### config.mk
export PLATFORM = sky130hd
export DESIGN_NAME = bus_error_capture_log
export DESIGN_NICKNAME = d
export VERILOG_FILES = /design/src/error_log_pkg.sv /design/src/bus_error_capture_log.sv /design/src/hub_capture.sv /design/src/pci_capture.sv
export SDC_FILE = /design/constraint.sdc
export NUM_CORES = 1
export LEC_CHECK = 0
export ABC_CLOCK_PERIOD_IN_PS = 2300
export BUFFER_PORTS_ARGS = -buffer_cell sky130_fd_sc_hd__buf_2
export CORE_ASPECT_RATIO = 2
export CORE_MARGIN = 3
export CORE_UTILIZATION = 45
export DETAILED_ROUTE_END_ITERATION = 16
export PLACE_DENSITY = 0.71
export SETUP_SLACK_MARGIN = 0.5
export SLEW_MARGIN = 20
export SYNTH_ARGS = -nofsm -noshare
export SYNTH_HDL_FRONTEND = slang
export SYNTH_HIERARCHICAL = 1
export SYNTH_SLANG_ARGS = --single-unit
### constraint.sdc
create_clock -name clk_in -period 2.3 [get_ports clk_in]
set_input_delay 0.46 -clock clk_in [delete_from_list [all_inputs] [get_ports clk_in]]
set_output_delay 0.46 -clock clk_in [all_outputs]
set_load 0.01 [all_outputs]
### src/error_log_pkg.sv
// Package for the bus error capture log: offsets, fields, flag positions.
// Assumes a single bridge core clock and a configuration read port.
package error_log_pkg;

    // =========================================================
    // Register offsets (configuration space byte addresses)
    localparam logic [7:0] PCI_HEADER_OFF = 8'h6C;
    localparam logic [7:0] PCI_ADDR_LO_OFF = 8'h70;
    localparam logic [7:0] PCI_ADDR_HI_OFF = 8'h74;
    localparam logic [7:0] PCI_DATA_LO_OFF = 8'h78;
    localparam logic [7:0] PCI_DATA_HI_OFF = 8'h7C;
    localparam logic [7:0] HUB_HEADER_OFF = 8'h80;
    localparam logic [7:0] HUB_ADDR_LO_OFF = 8'h84;
    localparam logic [7:0] HUB_ADDR_HI_OFF = 8'h88;

    // =========================================================
    // Header log field positions
    localparam int CMD_LSB = 8;
    localparam int CMD_W = 4;
    localparam int BE_LSB = 0;
    localparam int BE_W = 8;
    localparam int BE32_W = 4;

    // =========================================================
    // Flag positions in the error status vector (12 flags)
    localparam int FLAG_W = 12;
    localparam int F_PCI_ADDR = 0;
    localparam int F_PCI_DATA = 1;
    localparam int F_PCI_TABORT = 2;
    localparam int F_PCI_MABORT = 3;
    localparam int F_OB_SOFT = 4;
    localparam int F_HUB_ADDR_MB = 5;
    localparam int F_HUB_ADDR_SB = 6;
    localparam int F_HUB_DATA_MB = 7;
    localparam int F_HUB_DATA_SB = 8;
    localparam int F_IB_SOFT = 9;
    localparam int F_HUB_TABORT = 10;
    localparam int F_HUB_MABORT = 11;

    // Flag groups that qualify each log
    localparam logic [11:0] PCI_LOG_MASK = 12'h01F;
    localparam logic [11:0] HUB_HDR_MASK = 12'hFE0;
    localparam logic [11:0] HUB_ADDR_MASK = 12'hDE0;

    // Device number that may see the hub logs
    localparam logic [4:0] HUB_VIS_DEV = 5'h1F;

    // Logs have undefined power-on contents; zero used for sim cleanliness
    localparam logic [31:0] LOG_RESET = 32'h0000_0000;

endpackage

### src/bus_error_capture_log.sv
// Error capture log registers for the PCI and hub sides of the bridge.
// Assumes the status flags come from the status register outside and
// that configuration reads arrive as a one-cycle strobe with offset.
`timescale 1ns/100ps

module bus_error_capture_log (
    input wire logic clk_in, // Core clock, 125 MHz
    input wire logic reset_n_in, // Sync reset, active low
    // Status flags from the error status register
    input wire logic [11:0] error_status_in, // Flag vector
    // PCI error event and cycle details
    input wire logic pci_error_in, // PCI error event pulse
    input wire logic [3:0] pci_cmd_in, // Bus command
    input wire logic [7:0] pci_be_in, // Byte enables
    input wire logic pci_mode32_in, // Cycle in 32-bit mode
    input wire logic [63:0] pci_addr_in, // Cycle address
    input wire logic pci_dual_addr_in, // Dual address cycle
    input wire logic pci_addr_perr_in, // Address parity error
    input wire logic pci_attr_perr_in, // Attribute parity error
    input wire logic [31:0] pci_attr_in, // Attribute phase value
    input wire logic [63:0] pci_data_in, // Cycle data
    // Hub error event and packet details
    input wire logic hub_error_in, // Hub error event pulse
    input wire logic hub_ib_soft_in, // Event is inbound soft error
    input wire logic [31:0] hub_header_in, // Packet header word
    input wire logic [63:0] hub_addr_in, // Packet address
    input wire logic hub_read_cpl_in, // Packet is read completion
    input wire logic [63:0] hub_dest_addr_in, // Inferred destination
    // Configuration read port
    input wire logic cfg_rd_in, // Read strobe
    input wire logic [4:0] cfg_dev_in, // Device number addressed
    input wire logic [7:0] cfg_offset_in, // Byte offset
    output logic [31:0] cfg_rdata_out, // Read data
    output logic cfg_hit_out, // Offset belongs to this block
    output logic pci_log_valid_out, // PCI logs qualified
    output logic hub_hdr_valid_out, // Hub header qualified
    output logic hub_addr_valid_out // Hub address logs qualified
);

    // =========================================================
    // Log ownership
    logic pci_held_r;
    logic hub_hdr_held_r;
    logic hub_addr_held_r;
    logic pci_load;
    logic hub_hdr_load;
    logic hub_addr_load;
    logic pci_qual;
    logic hub_hdr_qual;
    logic hub_addr_qual;
    logic [15:0] pci_header;
    logic [31:0] pci_addr_lo;
    logic [31:0] pci_addr_hi;
    logic [31:0] pci_data_lo;
    logic [31:0] pci_data_hi;
    logic [31:0] hub_header;
    logic [31:0] hub_addr_lo;
    logic [31:0] hub_addr_hi;
    logic [31:0] rdata_nxt;
    logic hit_nxt;

    function automatic logic any_flag(input logic [11:0] flags,
                                      input logic [11:0] mask);
        any_flag = |(flags & mask);
    endfunction

    assign pci_qual = any_flag(error_status_in,
                               error_log_pkg::PCI_LOG_MASK);
    assign hub_hdr_qual = any_flag(error_status_in,
                                   error_log_pkg::HUB_HDR_MASK);
    assign hub_addr_qual = any_flag(error_status_in,
                                    error_log_pkg::HUB_ADDR_MASK);

    // First error wins; later events are ignored until software clears the flags
    assign pci_load = pci_error_in && !pci_held_r;
    assign hub_hdr_load = hub_error_in && !hub_hdr_held_r;
    assign hub_addr_load = hub_error_in && !hub_ib_soft_in &&
                           !hub_addr_held_r;

    // =========================================================
    // Hold tracking: held from capture until the qualifying flags clear
    always_ff @(posedge clk_in) begin
        if (!reset_n_in) begin
            pci_held_r <= 1'b0;
        end else if (pci_load) begin
            pci_held_r <= 1'b1;
        end else if (!pci_qual) begin
            pci_held_r <= 1'b0;
        end
    end

    always_ff @(posedge clk_in) begin
        if (!reset_n_in) begin
            hub_hdr_held_r <= 1'b0;
        end else if (hub_hdr_load) begin
            hub_hdr_held_r <= 1'b1;
        end else if (!hub_hdr_qual) begin
            hub_hdr_held_r <= 1'b0;
        end
    end

    always_ff @(posedge clk_in) begin
        if (!reset_n_in) begin
            hub_addr_held_r <= 1'b0;
        end else if (hub_addr_load) begin
            hub_addr_held_r <= 1'b1;
        end else if (!hub_addr_qual) begin
            hub_addr_held_r <= 1'b0;
        end
    end

    // =========================================================
    // Capture units
    pci_capture u_pci (
        .clk_in(clk_in),
        .reset_n_in(reset_n_in),
        .load_in(pci_load),
        .cmd_in(pci_cmd_in),
        .be_in(pci_be_in),
        .mode32_in(pci_mode32_in),
        .addr_in(pci_addr_in),
        .dual_addr_in(pci_dual_addr_in),
        .addr_perr_in(pci_addr_perr_in),
        .attr_perr_in(pci_attr_perr_in),
        .attr_in(pci_attr_in),
        .data_in(pci_data_in),
        .header_out(pci_header),
        .addr_lo_out(pci_addr_lo),
        .addr_hi_out(pci_addr_hi),
        .data_lo_out(pci_data_lo),
        .data_hi_out(pci_data_hi)
    );

    hub_capture u_hub (
        .clk_in(clk_in),
        .reset_n_in(reset_n_in),
        .hdr_load_in(hub_hdr_load),
        .addr_load_in(hub_addr_load),
        .hdr_in(hub_header_in),
        .addr_in(hub_addr_in),
        .read_cpl_in(hub_read_cpl_in),
        .dest_addr_in(hub_dest_addr_in),
        .header_out(hub_header),
        .addr_lo_out(hub_addr_lo),
        .addr_hi_out(hub_addr_hi)
    );

    // =========================================================
    // Configuration read decode; writes have no port, logs are read-only
    always_comb begin
        rdata_nxt = 32'h0000_0000;
        hit_nxt = 1'b1;
        unique case (cfg_offset_in)
            error_log_pkg::PCI_HEADER_OFF: begin
                rdata_nxt = {16'h0000, pci_header};
            end
            error_log_pkg::PCI_ADDR_LO_OFF: begin
                rdata_nxt = pci_addr_lo;
            end
            error_log_pkg::PCI_ADDR_HI_OFF: begin
                rdata_nxt = pci_addr_hi;
            end
            error_log_pkg::PCI_DATA_LO_OFF: begin
                rdata_nxt = pci_data_lo;
            end
            error_log_pkg::PCI_DATA_HI_OFF: begin
                rdata_nxt = pci_data_hi;
            end
            error_log_pkg::HUB_HEADER_OFF: begin
                if (cfg_dev_in == error_log_pkg::HUB_VIS_DEV) begin
                    rdata_nxt = hub_header;
                end
            end
            error_log_pkg::HUB_ADDR_LO_OFF: begin
                if (cfg_dev_in == error_log_pkg::HUB_VIS_DEV) begin
                    rdata_nxt = hub_addr_lo;
                end
            end
            error_log_pkg::HUB_ADDR_HI_OFF: begin
                if (cfg_dev_in == error_log_pkg::HUB_VIS_DEV) begin
                    rdata_nxt = hub_addr_hi;
                end
            end
            default: begin
                hit_nxt = 1'b0;
            end
        endcase
    end

    always_ff @(posedge clk_in) begin
        if (!reset_n_in) begin
            cfg_rdata_out <= 32'h0000_0000;
            cfg_hit_out <= 1'b0;
        end else if (cfg_rd_in) begin
            cfg_rdata_out <= rdata_nxt;
            cfg_hit_out <= hit_nxt;
        end else begin
            cfg_hit_out <= 1'b0;
        end
    end

    // =========================================================
    // Validity indications, registered from the qualifying flags
    always_ff @(posedge clk_in) begin
        if (!reset_n_in) begin
            pci_log_valid_out <= 1'b0;
            hub_hdr_valid_out <= 1'b0;
            hub_addr_valid_out <= 1'b0;
        end else begin
            pci_log_valid_out <= pci_qual;
            hub_hdr_valid_out <= hub_hdr_qual;
            hub_addr_valid_out <= hub_addr_qual;
        end
    end

endmodule

### src/hub_capture.sv
// Hub side capture of packet header and address.
// Assumes the destination address lookup is provided from outside.
`timescale 1ns/100ps
module hub_capture (
    input wire logic clk_in, // Core clock
    input wire logic reset_n_in, // Sync reset, active low
    input wire logic hdr_load_in, // Header capture pulse
    input wire logic addr_load_in, // Address capture pulse
    input wire logic [31:0] hdr_in, // Raw packet header
    input wire logic [63:0] addr_in, // Packet address
    input wire logic read_cpl_in, // Packet is a read completion
    input wire logic [63:0] dest_addr_in, // Address from hub/pipe id
    output logic [31:0] header_out, // Header log
    output logic [31:0] addr_lo_out, // Address low log
    output logic [31:0] addr_hi_out // Address high log
);

    logic [63:0] addr_sel;

    // Completions carry no address, so use the inferred destination
    assign addr_sel = read_cpl_in ? dest_addr_in : addr_in;

    // =========================================================
    // Header log
    always_ff @(posedge clk_in) begin
        if (!reset_n_in) begin
            header_out <= error_log_pkg::LOG_RESET;
        end else if (hdr_load_in) begin
            header_out <= hdr_in;
        end
    end

    // =========================================================
    // Address logs
    always_ff @(posedge clk_in) begin
        if (!reset_n_in) begin
            addr_lo_out <= error_log_pkg::LOG_RESET;
            addr_hi_out <= error_log_pkg::LOG_RESET;
        end else if (addr_load_in) begin
            addr_lo_out <= addr_sel[31:0];
            addr_hi_out <= addr_sel[63:32];
        end
    end

endmodule

### src/pci_capture.sv
// PCI side capture of command, byte enables, address and data.
// Assumes a one-cycle capture pulse from the error detection logic.
`timescale 1ns/100ps
module pci_capture (
    input wire logic clk_in, // Core clock
    input wire logic reset_n_in, // Sync reset, active low
    input wire logic load_in, // Capture pulse
    input wire logic [3:0] cmd_in, // Bus command
    input wire logic [7:0] be_in, // Byte enables
    input wire logic mode32_in, // Cycle ran in 32-bit mode
    input wire logic [63:0] addr_in, // Cycle address
    input wire logic dual_addr_in, // Dual address cycle
    input wire logic addr_perr_in, // Address parity error event
    input wire logic attr_perr_in, // Attribute parity error event
    input wire logic [31:0] attr_in, // Attribute phase value
    input wire logic [63:0] data_in, // Cycle data
    output logic [15:0] header_out, // Header log
    output logic [31:0] addr_lo_out, // Address low log
    output logic [31:0] addr_hi_out, // Address high log
    output logic [31:0] data_lo_out, // Data low log
    output logic [31:0] data_hi_out // Data high log
);

    // =========================================================
    // Header log
    always_ff @(posedge clk_in) begin
        if (!reset_n_in) begin
            header_out <= error_log_pkg::LOG_RESET[15:0];
        end else if (load_in) begin
            header_out <= 16'h0000;
            header_out[error_log_pkg::CMD_LSB +: error_log_pkg::CMD_W]
                <= cmd_in;
            // Upper byte enables are undefined in 32-bit mode; zero them
            header_out[error_log_pkg::BE_LSB +: error_log_pkg::BE_W]
                <= mode32_in ? {4'h0, be_in[error_log_pkg::BE32_W-1:0]}
                             : be_in;
        end
    end

    // =========================================================
    // Address logs
    always_ff @(posedge clk_in) begin
        if (!reset_n_in) begin
            addr_lo_out <= error_log_pkg::LOG_RESET;
            addr_hi_out <= error_log_pkg::LOG_RESET;
        end else if (load_in) begin
            addr_lo_out <= addr_in[31:0];
            if (addr_perr_in && !dual_addr_in) begin
                addr_hi_out <= 32'h0000_0000;
            end else begin
                addr_hi_out <= addr_in[63:32];
            end
        end
    end

    // =========================================================
    // Data logs
    always_ff @(posedge clk_in) begin
        if (!reset_n_in) begin
            data_lo_out <= error_log_pkg::LOG_RESET;
            data_hi_out <= error_log_pkg::LOG_RESET;
        end else if (load_in) begin
            // Address phase errors leave the low word meaningless
            if (attr_perr_in) begin
                data_lo_out <= attr_in;
            end else if (addr_perr_in) begin
                data_lo_out <= 32'h0000_0000;
            end else begin
                data_lo_out <= data_in[31:0];
            end
            data_hi_out <= data_in[63:32];
        end
    end

endmodule

Yosys cells after proc, flatten, opt, wreduce, memory -nomap -nowiden:

Index checks and enable logic that the tools add are counted.

* eq/ne operators: 12
* mux-type cells: 16
* reductions and logical operators: 15

Operator list (count)
* 32-bit one-hot mux with 8 select lines: 1
* 32-bit two-way mux: 6
* 64-bit two-way mux: 1
* 8-bit by 7-bit == test with 1-bit output, second input constant: 5
* 8-bit == test, second input constant: 3
* 8-bit two-way mux: 1
* 8-bit OR reduction: 1
* 1-bit two-way mux: 7
* 7-bit OR reduction: 1
* 2-bit != test, second input constant: 3
* 6-bit OR reduction: 1
* 5-bit == test, second input constant: 1
* 1-bit logical AND: 5
* 1-bit logical NOT: 5
* 5-bit OR reduction: 1
* 2-bit AND reduction: 1

* flip-flop bits (word level): 275
* output and inout port bits: 36
* bits of input ports: 368
* word-level logic and storage cells: 59

Logic depth before layout (Yosys ltp):

* word-level depth: 4
* mapped depth: 7
* mapped depth without buffers: 4

By module:

Netlist, hierarchy kept.

By module, submodules not included
* pci_capture: cells each 575, area each 5915.7 sq um, seq. area each 2802.7 sq um, times used 1
* hub_capture: cells each 387, area each 4013.8 sq um, seq. area each 1921.8 sq um, times used 1
* bus_error_capture_log: cells each 356, area each 3299.4 sq um, seq. area each 780.7 sq um, times used 1

Least setup slack after synthesis:

Ideal clock, no wire load.

* path type: in2reg
* from: in cfg_offset_in[2]
* to: reg cfg_rdata_out[23]
* library setup time: 0.128 ns
* arrival time: 1.701 ns
* buffers on the path: 2
* slack: 0.472 ns
* cell stages on the path: 5
* data required time: 2.172 ns
* cells stage by stage: buf_4 > buf_2 > mux4_2 > a22oi_1 > o21ai_1

* longest elaborated chain between the ends: 2
* elaborated cells on any way between the ends: 9
* those cells by class: 8 x eq/ne; 1 x mux

Ends and longest elaborated chain
* start: declaration: line bus_error_capture_log.sv:32 `input wire logic [7:0] cfg_offset_in,`
* 8-bit == test / 8-bit by 7-bit == test with 1-bit output (equally long branches): line bus_error_capture_log.sv:153 `unique case (cfg_offset_in)`
* 32-bit one-hot mux with 8 select lines *: line bus_error_capture_log.sv:153
* end signal: assignment: line bus_error_capture_log.sv:195 `cfg_rdata_out <= rdata_nxt;`
* end: declaration: line bus_error_capture_log.sv:33 `output logic [31:0] cfg_rdata_out,`

Mark *: on every way between the ends. The rest lies on a longest branch, timed or not.
A chain may end at the register's enable or synchronous reset.

Worst setup path in the final report:

* from: reg pci_held_r
* to: reg u_pci.addr_hi_out[31]

* longest elaborated chain between the ends: 2

Ends and longest elaborated chain
* start: declaration: line bus_error_capture_log.sv:42 `logic pci_held_r;`
* start signal: assignment: line bus_error_capture_log.sv:84 `pci_held_r <= 1'b0;`
* start signal: assignment: line bus_error_capture_log.sv:86 `pci_held_r <= 1'b1;`
* start signal: assignment: line bus_error_capture_log.sv:88 `pci_held_r <= 1'b0;`
* 1-bit logical NOT: line bus_error_capture_log.sv:75 `assign pci_load = pci_error_in && !pci_held_r;`
* 1-bit logical AND: line bus_error_capture_log.sv:75
* net pci_load: line bus_error_capture_log.sv:45 `logic pci_load;`
* end signal: assignment: line pci_capture.sv:45 `addr_hi_out <= error_log_pkg::LOG_RESET;`
* end signal: assignment: line pci_capture.sv:51 `addr_hi_out <= addr_in[63:32];`
* end: declaration: line pci_capture.sv:19 `output logic [31:0] addr_hi_out,`

The timed path passes the listed nets, and every way through them passes these cells.

==> impl_results.md <==
- Slew Limit Fails: 0
- # hold bufs at CTS: 0
- GRT Util Overall: 23.6%
- Remaining Overflow, GRT: 0
- Fin crit period: 1.62 ns
- Met2 Wirelength: 19.9 mm
- Met3 routed WL: 1.86 mm
- Antenna Nets Post-Route: 0
- Crit path capture type: flip-flop
- Dpl cells: 1,991
- Fin crit share: 70.5%
- Worst path slowest cell: nand2b_4
- CTS-repair resized insts: 0
- Post-DR wirelength/cell: 19.4 microns
- Final #Nets: 2,026
- Slew @ Worst Pin: 0.873 ns
- CP top delay family: simple AND/OR/NAND/NOR gates
- Startpoint types: flip-flop
- P&R area growth vs syn: 21.5%
- Drt pass-1 iters: 5
- Register area share after synthesis: 41.6%
- Clk sinks: 275
- # IOs: 404
- Commonest non-fill, non-tap cell in the layout: buf_2
- Final Hold Vio Count: 0
- Critical path required time: 2.68 ns
- Synth Cell Area: 13,200 sq um
- Top sig layer: met4
- Clk_lat worst skew: 0.53 ns
- Clk root buf: clkbuf_16
- Initial antenna violation count: 8
- Crit-path max FO: 32
- DR iter-0 viols: 553
- Post-DP HPWL: 29.8 mm
- Setup tns final: 0 ns
- WL final: 39.5 mm
- Num rows: 88
- Post-synth EDFFs: 0
- VDD IR-drop max: 0.432 mV
- Largest net degree at the start of global routing: 147
- Bufs and invs on worst path: 0
- Syn Inst Count: 1,318
- Unique cell type count in the Yosys netlist: 52
- #FFs+latches synth: 275
- Synth Flop Type: dfxtp_1
- Register area: 5510 sq um
- CTS tree: built
- Final setup vio count: 0
- Outcome: finished, final reports clean
- Async SR Flop Fraction: 0%
- First-pass GRT wire length: 59.7 mm
- Total Power: 10.8 mW
- TritonCTS buffer count: 25
- Critical path, cell by cell: nor2b_4, nand2b_4, o32ai_1
- RePlAce Congestion: 0.865
- Port Buffers: 403
- YS warnings: 6
- CP Class: flip-flop to flip-flop
- Crit path DAT: 2.00 ns
- Most frequent cells in the layout: 400 x buf_2, 275 x dfxtp_1, 226 x mux2i_1
- Fmax: 0.617 GHz
- Vias per inst: 5.39
- Vias: 11,000
- Die area: 31,600 sq um
- Core area: 29,000 sq um
- Fill count: 2,650
- Worst path max stage delay: 0.59 ns
- Hold slack: 0.175 ns
- RSZ-0062 raised after global routing: no
- Max_slew headroom: 41.8%
- Layout cells sized above 1: 32.0%
- Die Span X: 127 microns
- MaxCap Viol Count: 0
- H-tree Lvls: 1
- Remaining routing DRC violations: 0
- Die Y: 248 microns
- Initial Util: 45.7%
- Postcts setup bufs: 0
- Mean area per synthesized cell: 10.0 sq um
- Power per cell area: 671 nW/um^2
- Static leakage: 6.93 nW
- Reg clk slew, reported paths: 0.07 ns
- Hold Crit Class: primary input to flip-flop
- Clock skew: 0.0137 ns
- Post-Route M1 WL: 16.0 mm
- Post-Layout Cell Count: 2,039
- Vias in the first global route: 10,900
- Area of the multi-input gates: 6720 sq um
- Clk buf depth: 3
-- registers in the layout, indices dropped and copies added (netlist names), 12 cells and up --
name               count
u_pci/addr_hi_out     32
cfg_rdata_out         32
u_pci/addr_lo_out     32
u_pci/data_hi_out     32
u_hub/addr_lo_out     32
u_pci/header_out      12
u_pci/data_lo_out     32
u_hub/header_out      32
u_hub/addr_hi_out     32
-- kinds of logic (layout without fill, tap and decap cells) --
group | after synthesis | after routing | share of synthesized area, %
flip-flops | 275 | 275 | 41.6
AND/OR/NAND/NOR | 255 | 255 | 11.7
other | 1 | 12 | 0.0283
AO/OA/AOI/OAI | 350 | 350 | 18.5
buffers and inverters | 193 | 543 | 8.07
multiplexers | 244 | 244 | 20.1
-- cell usage after synthesis, types with 3 or more instances --
cell         n  area share, %
o211ai_1    12           0.68
a21oi_1     66            2.5
o2bb2ai_1   32            2.1
nand3b_1     6           0.34
o21ai_1     25           0.95
a32oi_1     12           0.79
o221ai_1     4           0.26
a31oi_1     32            1.5
buf_6       13            1.1
inv_1       66            1.9
buf_4       25            1.4
clkbuf_1    46            1.3
a22oi_1     24            1.4
or3b_1      30            2.0
nand2b_1     4           0.19
buf_12       6           0.91
o32ai_2     30            3.7
nand3_1      5           0.19
a21boi_1     4           0.23
nor2b_1    110            5.2
o21ai_0     92            3.5
nand4_1     12           0.57
or3b_2       3           0.20
nand2_1     65            1.8
o22ai_1     10           0.47
nor2_1       3          0.085
mux4_2      17            2.9
dfxtp_1    275             42
mux2i_1    226             17
buf_2       34            1.3
-- per-stage QoR --
stage	area (sq um)	setup slack, ns	util, %
floorplan	13200	0.569	-
global placement	15300	0.348	52.9
detailed placement	15300	0.297	52.9
CTS	16100	0.678	55.4
global route	16100	0.610	55.5
finish	16100	0.679	55.5
-- layer usage --
layer  track usage [%]  vias up
met4              12.1        0
li1                  -     5432
met1              29.0     5124
met3              2.79       73
met2              40.3      363
met5                 0        -
-- report_power, final --
| group | leakage, nW | total, mW | internal, mW | switching [mW] |
|---|---|---|---|---|
| Combinational | 4.31 | 1.67 | 0.814 | 0.856 |
| Clock | 0.360 | 3.87 | 2.08 | 1.79 |
| Sequential | 2.26 | 5.24 | 5.07 | 0.170 |
| Total | 6.93 | 10.8 | 7.97 | 2.81 |
-- cell type report --
class                      instances  share of cell area, %
clock inverter                     6                  0.210
multi-input combinational        853                   41.8
inverter                          66                   1.54
tap                              360                   2.80
sequential                       275                   34.2
clock buffer                      34                   4.29
timing repair buffer             437                   15.0
antenna                            8                  0.125
-- final timing paths --
| kind | cells after the start | from | endpoint | slack (ns) |
|---|---|---|---|---|
| worst max register to register | 3 | pci_held_r | u_pci/addr_hi_out[31] | 0.68 |
| worst min-delay path | 2 | error_status_in[1] | pci_log_valid_out | 0.18 |
| worst max-delay path | 3 | pci_held_r | u_pci/addr_hi_out[31] | 0.68 |
| worst min register to register | 2 | cfg_rdata_out[16] | cfg_rdata_out[16] | 0.45 |
No activity file was read; power rests on OpenSTA's default activity.
